<file path="src/rtl/pin_mux_pkg.sv">
package pin_mux_pkg;
  // ==========
  // Register map (word index, byte address is four times it)
  localparam logic [13:0] SLEW_IDX = 14'h1C16;
  localparam logic [13:0] BANK1_IDX = 14'h1C17;
  localparam logic [13:0] BANK2_IDX = 14'h1C18;
  localparam logic [13:0] BANK3_IDX = 14'h1C19;
  localparam logic [13:0] BUS_SEL_IDX = 14'h1C1A;
  localparam logic [15:0] REG_RESET = 16'h0000;
  localparam logic [15:0] SLEW_WMASK = 16'h0001;
  localparam logic [15:0] BANK3_WMASK = 16'hFFFC;
  localparam logic [15:0] BUS_SEL_WMASK = 16'h7C00;
  // ==========
  // Field positions
  localparam int SLEW_SLOW_BIT = 0;
  localparam int PP_MODE_LSB = 12;
  localparam int SP1_MODE_LSB = 10;
  localparam int PP_PINS = 21;
  localparam int SP1_PINS = 6;
  // ==========
  // Modes
  typedef enum logic [2:0] {
    PP_DISPLAY = 3'h0,
    PP_SPI_GP_AUD2_UART = 3'h1,
    PP_DISP_GP = 3'h2,
    PP_DISP_SPI_AUD3 = 3'h3,
    PP_DISP_AUD2_UART = 3'h4,
    PP_DISP_SPI_UART = 3'h5,
    PP_SPI_GP_AUD2_AUD3 = 3'h6,
    PP_RESERVED = 3'h7
  } pp_mode_e;
  typedef enum logic [1:0] {
    SP1_CARD = 2'h0,
    SP1_AUD1_GP = 2'h1,
    SP1_GP = 2'h2,
    SP1_RESERVED = 2'h3
  } sp1_mode_e;
  // ==========
  // Pin drive groups
  typedef struct packed {
    logic [PP_PINS-1:0] o;
    logic [PP_PINS-1:0] oe;
  } pp_drive_s;
  typedef struct packed {
    logic [SP1_PINS-1:0] o;
    logic [SP1_PINS-1:0] oe;
  } sp1_drive_s;
endpackage

</file>
<file path="src/rtl/parallel_serial_pin_mux.sv">
// How it works
// - Three writable inhibit banks switch each pull; test reset pulldown has none.
// - Without core supply all pulls are off and bus holders are on.
// - Slew register picks fast or slow edges for the debug clock pin only.
// - Only the bus selection register decides pin ownership.
// - Parallel mode 000 gives all 21 pins to the display controller.
// - Mode 001 carries SPI, general io 12-17, audio two and UART.
// - Mode 010 keeps display low half, general io on data 8-15.
// - Mode 011 keeps display, SPI on data 8-11, audio three on 12-15.
// - Modes 100/101 keep display, UART high, audio two or SPI in between.
// - Mode 110 is mode 001 with audio three on data 12-15.
// - Data pins 2-15 have inhibit bits in bank three; others none.
// - Serial port one: 00 card, 01 audio one plus io 10-11, 10 io 6-11.
// - Each serial port one pin has its own bank one inhibit bit.
// - Serial port one mode decodes independently of parallel mode.
//
// The APB slave port was decided locally.
`timescale 1ns/1ps
`default_nettype none
module parallel_serial_pin_mux (
  input wire logic ref_clk,
  input wire logic srst,
  input wire logic psel,
  input wire logic penable,
  input wire logic pwrite,
  input wire logic [15:0] paddr,
  input wire logic [31:0] pwdata,
  output logic [31:0] prdata,
  output logic pready,
  output logic pslverr,
  input wire logic core_supply,
  output logic debug_clock_slow,
  output logic [15:0] pull_en_one,
  output logic [15:0] pull_en_two,
  output logic [15:0] pull_en_three,
  output logic trst_pulldown_en,
  output logic bus_holder_en,
  input wire logic [20:0] disp_o,
  input wire logic [20:0] disp_oe,
  output logic [20:0] disp_i,
  input wire logic [6:0] spi_o,
  input wire logic [6:0] spi_oe,
  output logic [6:0] spi_i,
  input wire logic [3:0] uart_o,
  input wire logic [3:0] uart_oe,
  output logic [3:0] uart_i,
  input wire logic [3:0] aud1_o,
  input wire logic [3:0] aud1_oe,
  output logic [3:0] aud1_i,
  input wire logic [3:0] aud2_o,
  input wire logic [3:0] aud2_oe,
  output logic [3:0] aud2_i,
  input wire logic [3:0] aud3_o,
  input wire logic [3:0] aud3_oe,
  output logic [3:0] aud3_i,
  input wire logic [5:0] card_o,
  input wire logic [5:0] card_oe,
  output logic [5:0] card_i,
  input wire logic [31:0] gp_o,
  input wire logic [31:0] gp_oe,
  output logic [31:0] gp_i,
  input wire logic [20:0] pp_pin_i,
  output pin_mux_pkg::pp_drive_s pp_pads,
  input wire logic [5:0] sp1_pin_i,
  output pin_mux_pkg::sp1_drive_s sp1_pads
);
  // ==========
  // Pin synchronisers
  logic [20:0] pp_s1_q, pp_s2_q;
  logic [5:0] sp_s1_q, sp_s2_q;
  logic core_s1_q, core_s2_q;
  always_ff @(posedge ref_clk)
  begin
    pp_s1_q <= pp_pin_i;
    pp_s2_q <= pp_s1_q;
    sp_s1_q <= sp1_pin_i;
    sp_s2_q <= sp_s1_q;
    core_s1_q <= core_supply;
    core_s2_q <= core_s1_q;
  end

  // ==========
  // Registers and APB slave
  logic [15:0] slew_q, slew_d, bank1_q, bank1_d, bank2_q, bank2_d;
  logic [15:0] bank3_q, bank3_d, bus_sel_q, bus_sel_d, rd_data;
  logic [31:0] prdata_q, prdata_d;
  logic pready_q, pready_d, pslverr_q, pslverr_d, hit, wr;
  logic [13:0] idx;
  always_comb
  begin
    idx = paddr[15:2];
    hit = 1'b1;
    case (idx)
      pin_mux_pkg::SLEW_IDX: rd_data = slew_q;
      pin_mux_pkg::BANK1_IDX: rd_data = bank1_q;
      pin_mux_pkg::BANK2_IDX: rd_data = bank2_q;
      pin_mux_pkg::BANK3_IDX: rd_data = bank3_q;
      pin_mux_pkg::BUS_SEL_IDX: rd_data = bus_sel_q;
      default:
      begin
        rd_data = 16'h0000;
        hit = 1'b0;
      end
    endcase
    wr = psel & penable & pready_q & pwrite & hit;
    pready_d = psel & penable & ~pready_q;
    pslverr_d = pready_d & ~hit;
    prdata_d = pready_d ? {16'h0000, rd_data} : prdata_q;
    slew_d = slew_q;
    bank1_d = bank1_q;
    bank2_d = bank2_q;
    bank3_d = bank3_q;
    bus_sel_d = bus_sel_q;
    if (wr)
    begin
      case (idx)
        pin_mux_pkg::SLEW_IDX: slew_d = pwdata[15:0] & pin_mux_pkg::SLEW_WMASK;
        pin_mux_pkg::BANK1_IDX: bank1_d = pwdata[15:0];
        pin_mux_pkg::BANK2_IDX: bank2_d = pwdata[15:0];
        pin_mux_pkg::BANK3_IDX: bank3_d = pwdata[15:0] & pin_mux_pkg::BANK3_WMASK;
        pin_mux_pkg::BUS_SEL_IDX: bus_sel_d = pwdata[15:0] & pin_mux_pkg::BUS_SEL_WMASK;
        default: ;
      endcase
    end
  end
  always_ff @(posedge ref_clk)
  begin
    if (srst)
    begin
      slew_q <= pin_mux_pkg::REG_RESET;
      bank1_q <= pin_mux_pkg::REG_RESET;
      bank2_q <= pin_mux_pkg::REG_RESET;
      bank3_q <= pin_mux_pkg::REG_RESET;
      bus_sel_q <= pin_mux_pkg::REG_RESET;
      prdata_q <= 32'h00000000;
      pready_q <= 1'b0;
      pslverr_q <= 1'b0;
    end
    else
    begin
      slew_q <= slew_d;
      bank1_q <= bank1_d;
      bank2_q <= bank2_d;
      bank3_q <= bank3_d;
      bus_sel_q <= bus_sel_d;
      prdata_q <= prdata_d;
      pready_q <= pready_d;
      pslverr_q <= pslverr_d;
    end
  end
  assign prdata = prdata_q;
  assign pready = pready_q;
  assign pslverr = pslverr_q;

  // ==========
  // Pin routing
  pin_mux_pkg::pp_mode_e pp_mode;
  pin_mux_pkg::sp1_mode_e sp1_mode;
  pin_mux_pkg::pp_drive_s pp_d, pp_q;
  pin_mux_pkg::sp1_drive_s sp_d, sp_q;
  logic [20:0] own, disp_d, disp_q;
  logic [6:0] spi_d, spi_q;
  logic [3:0] uart_d, uart_q, a1_d, a1_q, a2_d, a2_q, a3_d, a3_q;
  logic [5:0] card_d, card_q;
  logic [31:0] gp_d, gp_q;
  logic [15:0] pe1_d, pe1_q, pe2_d, pe2_q, pe3_d, pe3_q;
  logic slow_d, slow_q, trst_d, trst_q, hold_d, hold_q;
  always_comb
  begin
    pp_mode = pin_mux_pkg::pp_mode_e'(bus_sel_q[pin_mux_pkg::PP_MODE_LSB +: 3]);
    sp1_mode = pin_mux_pkg::sp1_mode_e'(bus_sel_q[pin_mux_pkg::SP1_MODE_LSB +: 2]);
    pp_d.o = disp_o;
    pp_d.oe = disp_oe;
    own = '1;
    spi_d = '0;
    uart_d = '0;
    a1_d = '0;
    a2_d = '0;
    a3_d = '0;
    card_d = '0;
    gp_d = '0;
    sp_d = '0;
    case (pp_mode)
      pin_mux_pkg::PP_DISPLAY: ;
      pin_mux_pkg::PP_SPI_GP_AUD2_UART, pin_mux_pkg::PP_SPI_GP_AUD2_AUD3:
      begin
        own = '0;
        pp_d.o[6:0] = spi_o;
        pp_d.oe[6:0] = spi_oe;
        spi_d = pp_s2_q[6:0];
        pp_d.o[12:7] = gp_o[17:12];
        pp_d.oe[12:7] = gp_oe[17:12];
        gp_d[17:12] = pp_s2_q[12:7];
        pp_d.o[16:13] = aud2_o;
        pp_d.oe[16:13] = aud2_oe;
        a2_d = pp_s2_q[16:13];
        if (pp_mode == pin_mux_pkg::PP_SPI_GP_AUD2_UART)
        begin
          pp_d.o[20:17] = uart_o;
          pp_d.oe[20:17] = uart_oe;
          uart_d = pp_s2_q[20:17];
        end
        else
        begin
          pp_d.o[20:17] = aud3_o;
          pp_d.oe[20:17] = aud3_oe;
          a3_d = pp_s2_q[20:17];
        end
      end
      pin_mux_pkg::PP_DISP_GP:
      begin
        own[20:13] = '0;
        pp_d.o[20:13] = {gp_o[31:27], gp_o[20:18]};
        pp_d.oe[20:13] = {gp_oe[31:27], gp_oe[20:18]};
        gp_d[20:18] = pp_s2_q[15:13];
        gp_d[31:27] = pp_s2_q[20:16];
      end
      pin_mux_pkg::PP_DISP_SPI_AUD3, pin_mux_pkg::PP_DISP_SPI_UART:
      begin
        own[20:13] = '0;
        pp_d.o[16:13] = {spi_o[6:5], spi_o[1:0]};
        pp_d.oe[16:13] = {spi_oe[6:5], spi_oe[1:0]};
        spi_d[1:0] = pp_s2_q[14:13];
        spi_d[6:5] = pp_s2_q[16:15];
        if (pp_mode == pin_mux_pkg::PP_DISP_SPI_AUD3)
        begin
          pp_d.o[20:17] = aud3_o;
          pp_d.oe[20:17] = aud3_oe;
          a3_d = pp_s2_q[20:17];
        end
        else
        begin
          pp_d.o[20:17] = uart_o;
          pp_d.oe[20:17] = uart_oe;
          uart_d = pp_s2_q[20:17];
        end
      end
      pin_mux_pkg::PP_DISP_AUD2_UART:
      begin
        own[20:13] = '0;
        pp_d.o[20:13] = {uart_o, aud2_o};
        pp_d.oe[20:13] = {uart_oe, aud2_oe};
        a2_d = pp_s2_q[16:13];
        uart_d = pp_s2_q[20:17];
      end
      default:
      begin
        own = '0;
        pp_d = '0;
      end
    endcase
    disp_d = pp_s2_q & own;
    case (sp1_mode)
      pin_mux_pkg::SP1_CARD:
      begin
        sp_d.o = card_o;
        sp_d.oe = card_oe;
        card_d = sp_s2_q;
      end
      pin_mux_pkg::SP1_AUD1_GP:
      begin
        sp_d.o = {gp_o[11:10], aud1_o[2], aud1_o[3], aud1_o[1:0]};
        sp_d.oe = {gp_oe[11:10], aud1_oe[2], aud1_oe[3], aud1_oe[1:0]};
        a1_d = {sp_s2_q[2], sp_s2_q[3], sp_s2_q[1:0]};
        gp_d[11:10] = sp_s2_q[5:4];
      end
      pin_mux_pkg::SP1_GP:
      begin
        sp_d.o = gp_o[11:6];
        sp_d.oe = gp_oe[11:6];
        gp_d[11:6] = sp_s2_q;
      end
      default: ;
    endcase
    // core supply loss forces pulls off
    pe1_d = core_s2_q ? ~bank1_q : '0;
    pe2_d = core_s2_q ? ~bank2_q : '0;
    pe3_d = core_s2_q ? (~bank3_q & pin_mux_pkg::BANK3_WMASK) : '0;
    trst_d = core_s2_q;
    hold_d = ~core_s2_q;
    slow_d = slew_q[pin_mux_pkg::SLEW_SLOW_BIT];
  end
  always_ff @(posedge ref_clk)
  begin
    if (srst)
    begin
      pp_q <= '0;
      sp_q <= '0;
      disp_q <= '0;
      spi_q <= '0;
      uart_q <= '0;
      a1_q <= '0;
      a2_q <= '0;
      a3_q <= '0;
      card_q <= '0;
      gp_q <= '0;
      pe1_q <= '0;
      pe2_q <= '0;
      pe3_q <= '0;
      trst_q <= 1'b0;
      hold_q <= 1'b1;
      slow_q <= 1'b0;
    end
    else
    begin
      pp_q <= pp_d;
      sp_q <= sp_d;
      disp_q <= disp_d;
      spi_q <= spi_d;
      uart_q <= uart_d;
      a1_q <= a1_d;
      a2_q <= a2_d;
      a3_q <= a3_d;
      card_q <= card_d;
      gp_q <= gp_d;
      pe1_q <= pe1_d;
      pe2_q <= pe2_d;
      pe3_q <= pe3_d;
      trst_q <= trst_d;
      hold_q <= hold_d;
      slow_q <= slow_d;
    end
  end
  assign pp_pads = pp_q;
  assign sp1_pads = sp_q;
  assign disp_i = disp_q;
  assign spi_i = spi_q;
  assign uart_i = uart_q;
  assign aud1_i = a1_q;
  assign aud2_i = a2_q;
  assign aud3_i = a3_q;
  assign card_i = card_q;
  assign gp_i = gp_q;
  assign pull_en_one = pe1_q;
  assign pull_en_two = pe2_q;
  assign pull_en_three = pe3_q;
  assign trst_pulldown_en = trst_q;
  assign bus_holder_en = hold_q;
  assign debug_clock_slow = slow_q;
endmodule
`default_nettype wire

</file>
<file path="config.mk">
export PLATFORM = sky130hd
export DESIGN_NAME = parallel_serial_pin_mux
export DESIGN_NICKNAME = d
export VERILOG_FILES = /design/src/rtl/pin_mux_pkg.sv /design/src/rtl/parallel_serial_pin_mux.sv
export SDC_FILE = /design/constraint.sdc
export NUM_CORES = 1
export LEC_CHECK = 0
export ABC_CLOCK_PERIOD_IN_PS = 1800
export BUFFER_PORTS_ARGS = -buffer_cell sky130_fd_sc_hd__buf_2
export CORE_AREA = 3 3 178 180
export DETAILED_ROUTE_END_ITERATION = 8
export DIE_AREA = 0 0 181 183
export SLEW_MARGIN = 20
export SYNTH_ARGS = -nofsm -noshare
export SYNTH_HDL_FRONTEND = slang
export SYNTH_SLANG_ARGS = --single-unit
</file>
<file path="constraint.sdc">
create_clock -name ref_clk -period 1.8 [get_ports ref_clk]
set_input_delay 0.18 -clock ref_clk [delete_from_list [all_inputs] [get_ports ref_clk]]
set_output_delay 0.18 -clock ref_clk [all_outputs]
set_load 0.01 [all_outputs]
</file>
==> impl_metrics.env, run 1 <==
export IMPL_outcome="finished clean"
export IMPL_fin_ws_ns=0.115
export IMPL_clockBufferDepth=3
export IMPL_synth_xor_area_share_pct=0
export IMPL_seq_area_frac_synth_pct=59.0
export IMPL_r2r_cells=6
export IMPL_timing_final_max_slew_violations=0
export IMPL_synth_edf_count=0
export IMPL_cp_arrival_ns=2.11
export IMPL_setup_tns_ns=0
export IMPL_worstSetupStartpoint="bus_sel_q[13]"
export IMPL_max_freq_mhz=593
export IMPL_synth_top_family_by_area="simple AND/OR/NAND/NOR gates"
export IMPL_nFillCells=2796
export IMPL_period_minus_slack_ns=1.69
export IMPL_cts_root_buf="clkbuf_16"
export IMPL_utilization_pct=49.9
export IMPL_grt_pass1_vias=9394
export IMPL_hold_path_class="in2reg"
export IMPL_power_density_nw_per_um2=979
export IMPL_dieWidth_um=181
export IMPL_worstSkewPairLatency_ns=0.51
export IMPL_dp_slack_ns=-0.0796
export IMPL_die_area_um2=33100
export IMPL_routabilityCongestion=0.782
export IMPL_rsz0062_at_grt="no"
export IMPL_boundaryPins=466
export IMPL_synth_cells=987
export IMPL_whs_ns=0.0306
export IMPL_p_leak_nw=7.03
export IMPL_crit_type="reg2reg"
export IMPL_synthSimpleGateAreaFrac_pct=16.7
export IMPL_clkTransAtPathRegs_ns=0.06
export IMPL_drive_gt1_share_pct=33.1
export IMPL_yosys_register_bits=299
export IMPL_firstDrtPassIters=7
export IMPL_r2r_start="bus_sel_q[13]"
export IMPL_finalPower_mw=14.8
export IMPL_routed_wl_um=33500
export IMPL_reg2reg_to="pp_pads[21]"
export IMPL_place_area_um2=12600
export IMPL_ys_warnings_count=0
export IMPL_detail_route_wl_per_cell_um=17.2
export IMPL_io_buffers=393
export IMPL_ys_flop_type="dfxtp_1"
export IMPL_synth_area_leaders="dfxtp_1 (59%), nor2_1 (4.8%), nand2b_1 (4.4%), mux2i_1 (3.2%), a22oi_1 (3.0%)"
export IMPL_cts_sinks=299
export IMPL_synthArstFlopShare_pct=0
export IMPL_final_setup_viol_count=0
export IMPL_grt_max_degree=68
export IMPL_drt_initial_drc_count=459
export IMPL_yosysTopAreaCell="dfxtp_1"
export IMPL_synth_mux_area_share_pct=5.49
export IMPL_h_tree_depth=2
export IMPL_core_area_um2=30300
export IMPL_synth_adder_area_share_pct=0.494
export IMPL_num_vias=9129
export IMPL_instances_no_fill=1954
export IMPL_area_growth_pct=49.3
export IMPL_hpwl_um=22700
export IMPL_design_area_um2=15100
export IMPL_peakVddDrop_mv=0.719
export IMPL_drtAntennaViolNets=0
export IMPL_num_rows=64
export IMPL_initial_core_util_pct=33.4
export IMPL_slew_headroom_pct=50.1
export IMPL_endpoint="pp_pads[21]"
export IMPL_syn_cell_area_um2=10100
export IMPL_antenna_found_initial=4
export IMPL_cp_required_ns=2.22
export IMPL_finalHoldViolCount=0
export IMPL_period_share_pct=93.6
export IMPL_fin_nets=1781
export IMPL_synth_compound_area_share_pct=12.8
export IMPL_overflow=0
export IMPL_tightest_slew_ns=0.748
export IMPL_synth_top_cell_area_share_pct=59.0
export IMPL_track_usage_pct=19.3
export IMPL_drc_errors=0
export IMPL_grt_pass1_wl_um=51300
export IMPL_place_inst=1749
export IMPL_reg2reg_slack_ns=0.11
export IMPL_crit_path_start_kind="flop"
export IMPL_cts_buffers=34
export IMPL_maxCapViolCount=0
export IMPL_end_kind="flop"
export IMPL_die_h_um=183
export IMPL_ys_types=53
export IMPL_fin_skew_ns=0.0254
export IMPL_cts_tree="built"
export IMPL_avgSynthCellArea_um2=10.3
export IMPL_routed_via_density=4.67
export IMPL_path_max_fanout=29
[worst max-delay path, stage by stage, from the launching register on]
cell     delay (ns)
dfxtp_2        0.40
buf_12         0.21
nand2_1        0.13
o22ai_2        0.16
buf_4          0.33
a22oi_1        0.19
nor2_1         0.16
[power by group]
part	leakage (nW)	internal, mW	switching, mW	total [mW]
Clock	0.538	4.04	2.70	6.74
Combinational	4.03	0.616	0.553	1.17
Sequential	2.47	6.84	0.0685	6.91
[Yosys cell counts, types with 9 or more instances]
cell and number:
o21ai_1 18, and2_1 20, buf_4 31, nor2_1 130
clkbuf_1 47, dfxtp_1 299, a22oi_1 40, nand2b_1 72
mux2i_1 32, nand3_1 18, nand2_1 31, a22o_1 13
inv_1 9, buf_2 17, nor2b_1 28, a21oi_1 51
o21ai_0 47
[sequential cells by signal (all words and copies together), names as in the netlist, 6 cells and up]
register and count:
sp_s2_q 6, bank2_q 16, pp_s2_q 21, spi_i 7
sp_s1_q 6, card_i 6, bank3_q 14, pull_en_two 16
pull_en_one 16, pull_en_three 14, disp_i 21, sp1_pads 12
prdata 16, gp_i 20, bank1_q 16, pp_pads 42
pp_s1_q 21
[cells in the final DEF, fill, tap and decap left out, types with 30 or more instances in the layout]
cell type and count:
nand2_1 31, mux2i_1 32, o21ai_0 47, clkbuf_16 34, a21oi_1 50, a22oi_1 40, nor2_1 129, buf_2 393
dlygate4sd3_1 143, buf_4 36, conb_1 30, nand2b_1 71, dfxtp_1 297
[what timing repair did]
item / CTS / global route
endpoints found under the setup margin: 0 / 11
buffers inserted: 0 / 0
hold endpoints to repair: 108 / 0
resized for setup: 0 / 2
hold buffers: 143 / 0
[layout make-up]
type / instances / area, um2 / share of cell area, %
flip-flops and latches: 299 / 5990 / 39.6
repair buffers: 578 / 3790 / 25.0
multi-input cells: 610 / 3730 / 24.6
clock buffers: 46 / 956 / 6.31
well taps: 396 / 495 / 3.27
clock inverters: 13 / 143 / 0.942
inverters: 9 / 33.8 / 0.223
diodes: 3 / 7.51 / 0.0496
[cell families (layout without fill, tap and decap cells)]
logic type	after synthesis	count (layout)
AOI/OAI and AO/OA	203	203
DFF	299	299
and+or+nand+nor	328	328
muxes	45	45
other	1	33
adders and majority gates	4	4
buffers and inverters	107	646
[worst min-delay path by stage]
stage                       startpoint  cells after the start           to  slack, ns
final                       aud1_oe[2]                      3  sp1_pads[3]       0.03
after global routing        aud1_oe[2]                      3  sp1_pads[3]       0.03
after CTS                   aud1_oe[2]                      3  sp1_pads[3]     0.0001
after detailed placement  pp_pin_i[11]                      1  pp_s1_q[11]       0.28
after global placement     pp_pin_i[7]                      1   pp_s1_q[7]       0.28
after floorplan            core_supply                      0    core_s1_q       0.21
[metal layers]
| metal | global-route usage, % | vias to the layer above | wire length [um] |
|---|---|---|---|
| met5 | 0 | - | 0 |
| met3 | 4.70 | 94 | 2310 |
| met4 | 7.43 | 0 | 1340 |
| met2 | 35.1 | 399 | 16900 |
| li1 | - | 4399 | - |
| met1 | 22.0 | 4237 | 12900 |
Power figures use the tool's default switching activity.
==> inputs of run 2 (changes only) <==
Settings changed: BUFFER_PORTS_ARGS -buffer_cell sky130_fd_sc_hd__buf_2 to not set, DONT_BUFFER_PORTS set to 1, REMOVE_ABC_BUFFERS set to 1.
==> run 2 against run 1 <==
The run now ends with setup timing left. Critical path type is now in2reg. Register-to-register slack improved by 0.03 ns. Final area decreased by 11%. Cell count decreased by 19%. Critical path depth decreased by 2. Sequential power increased by 2%. Routed wire length increased by 1.7%. First-iteration DRC count decreased by 25%. Largest power group unchanged. Clock-buffer cell count decreased by 3.
==> impl_metrics.env, run 2 (synthesis results as in run 1) <==
export IMPL_crit_buf_inv=2
export IMPL_crit_chain="dlygate4sd3_1 -> or4bb_4 -> dlygate4sd3_1 -> o41a_1"
export IMPL_final_cell_mix="dfxtp_1 (298), dlygate4sd3_1 (175), nor2_1 (130)"
export IMPL_worstSkewPairLatency_ns=0.56
export IMPL_die_area_um2=33100
export IMPL_peakVddDrop_mv=0.686
export IMPL_max_freq_mhz=550
export IMPL_core_area_um2=30300
export IMPL_hpwl_um=22000
export IMPL_io_buffers=0
export IMPL_routed_wl_um=34100
export IMPL_critPathTopFamily="buffers and inverters"
export IMPL_post_cts_buffers=0
export IMPL_cts_root_buf="clkbuf_16"
export IMPL_combPwrFrac_pct=5.2
export IMPL_end_kind="flop"
export IMPL_final_setup_viol_count=1
export IMPL_outcome="finished, violations left"
export IMPL_initial_core_util_pct=33.4
export IMPL_detail_route_wl_per_cell_um=21.5
export IMPL_routabilityCongestion=0.816
export IMPL_p_clk_share_pct=47.0
export IMPL_drive_gt1_share_pct=9.61
export IMPL_grt_max_degree=101
export IMPL_h_tree_depth=1
export IMPL_finalHoldViolCount=0
export IMPL_cts_buffers=31
export IMPL_clkTransAtPathRegs_ns=0.06
export IMPL_overflow=0
export IMPL_dp_slack_ns=0.00142
export IMPL_period_share_pct=101
export IMPL_p_seq_share_pct=47.8
export IMPL_largest_reg_flops=42
export IMPL_drt_initial_drc_count=344
export IMPL_clockBufferDepth=3
export IMPL_grt_pass1_wl_um=50200
export IMPL_intPower_mw=11.5
export IMPL_dieWidth_um=181
export IMPL_cp_arrival_ns=2.26
export IMPL_tightest_slew_ns=1.12
export IMPL_final_common_cell="dfxtp_1"
export IMPL_cp_required_ns=2.24
export IMPL_firstDrtPassIters=5
export IMPL_num_rows=64
export IMPL_slew_headroom_pct=25.3
export IMPL_track_usage_pct=19.2
export IMPL_max_stage_delay_ns=0.58
export IMPL_crit_top_cell="dlygate4sd3_1"
export IMPL_routed_via_density=5.00
export IMPL_area_growth_pct=33.4
export IMPL_drtAntennaViolNets=0
export IMPL_cts_sinks=299
export IMPL_period_minus_slack_ns=1.82
export IMPL_violations="setup timing"
export IMPL_fin_skew_ns=0.0145
export IMPL_nFillCells=2745
export IMPL_timing_final_max_slew_violations=0
export IMPL_die_h_um=183
export IMPL_utilization_pct=44.5
export IMPL_maxCapViolCount=0
export IMPL_crit_type="in2reg"
export IMPL_p_leak_nw=5.39
export IMPL_path_max_fanout=3
export IMPL_fin_ws_ns=-0.0172
export IMPL_grt_pass1_vias=8199
export IMPL_fin_nets=1411
export IMPL_drc_errors=0
export IMPL_power_density_nw_per_um2=1090
export IMPL_cts_tree="built"
export IMPL_antenna_found_initial=2
export IMPL_switchingPower_mw=3.20
export IMPL_hold_path_class="in2reg"
export IMPL_crit_slowest_cell="or4bb_4"
export IMPL_crit_path_start_kind="primary input"
export IMPL_num_vias=7914
export IMPL_boundaryPins=466
export IMPL_netSwitchingFraction_pct=21.7
## run 2: cell types whose count changed in the layout (fill, tap and decap cells not counted), moves of 2 or more
cell / previous run / this run
bufinv_16: 2 / 6
dlygate4sd3_1: 143 / 175
clkinv_2: 5 / 2
buf_4: 36 / 26
dlymetal6s4s_1: 0 / 2
buf_2: 393 / 0
inv_6: 3 / 1
mux2i_2: 0 / 3
clkbuf_16: 34 / 31
mux2i_1: 32 / 29
## run 2: final cells by class
type | instances | area [um2] | share of cell area [%]
clock inverters | 14 | 241 | 1.79
clock buffers | 43 | 881 | 6.51
multi-input cells | 610 | 3750 | 27.7
flip-flops and latches | 299 | 5990 | 44.3
well taps | 396 | 495 | 3.66
diodes | 2 | 5.00 | 0.0370
inverters | 9 | 33.8 | 0.250
repair buffers | 211 | 2130 | 15.8
## run 2: per-layer routing
layer	track usage [%]	share of wire (%)
met4	8.01	4.4
met2	34.0	50
met5	0	0
met3	6.01	9.2
met1	21.6	37
## run 2: worst register-to-register path: cells and delay by family, from the launching register on
kind | cells | cell delay, ns
AO/OA/AOI/OAI | 3 | 0.68
buffers and inverters | 1 | 0.24
flip-flops | 1 | 0.44
AND/OR/NAND/NOR | 1 | 0.22
## run 2: path summary, 6_finish.rpt
path	startpoint	cells after the start	slack [ns]	end
max	paddr[11]	4	-0.02	pslverr
min	paddr[2]	4	0.03	prdata[10]
max reg2reg	bus_sel_q[14]	5	0.14	pp_pads[41]
min reg2reg	sp_s1_q[2]	0	0.32	sp_s2_q[2]
## run 2: power by group through the flow
stage | clock [mW] | sequential [mW] | combinational [mW]
floorplan | 0 | 7.12 | 0.268
global placement | 0 | 7.19 | 0.350
detailed placement | 0 | 7.19 | 0.357
CTS | 7.12 | 7.04 | 0.746
global route | 7.36 | 7.06 | 0.824
finish | 6.93 | 7.04 | 0.765
## run 2: repair_timing
action,CTS,global route
hold buffers,178,0
hold endpoints to repair,219,0
gates resized for setup,0,9
setup endpoints to repair,0,11
## run 2: stage by stage
stage	instance area (um2)	hold slack, ns	TNS [ns]	total power [mW]	cells
final	13500	0.0299	-0.0172	14.7	1584
after global routing	13500	0.0231	-0.00104	15.2	1583
after CTS	13500	0.000260	0	14.9	1582
after detailed placement	10600	0.208	0	7.54	1347
after global placement	10600	0.208	-0.0109	7.54	1347
after floorplan	9730	0.208	-27.64	7.39	918
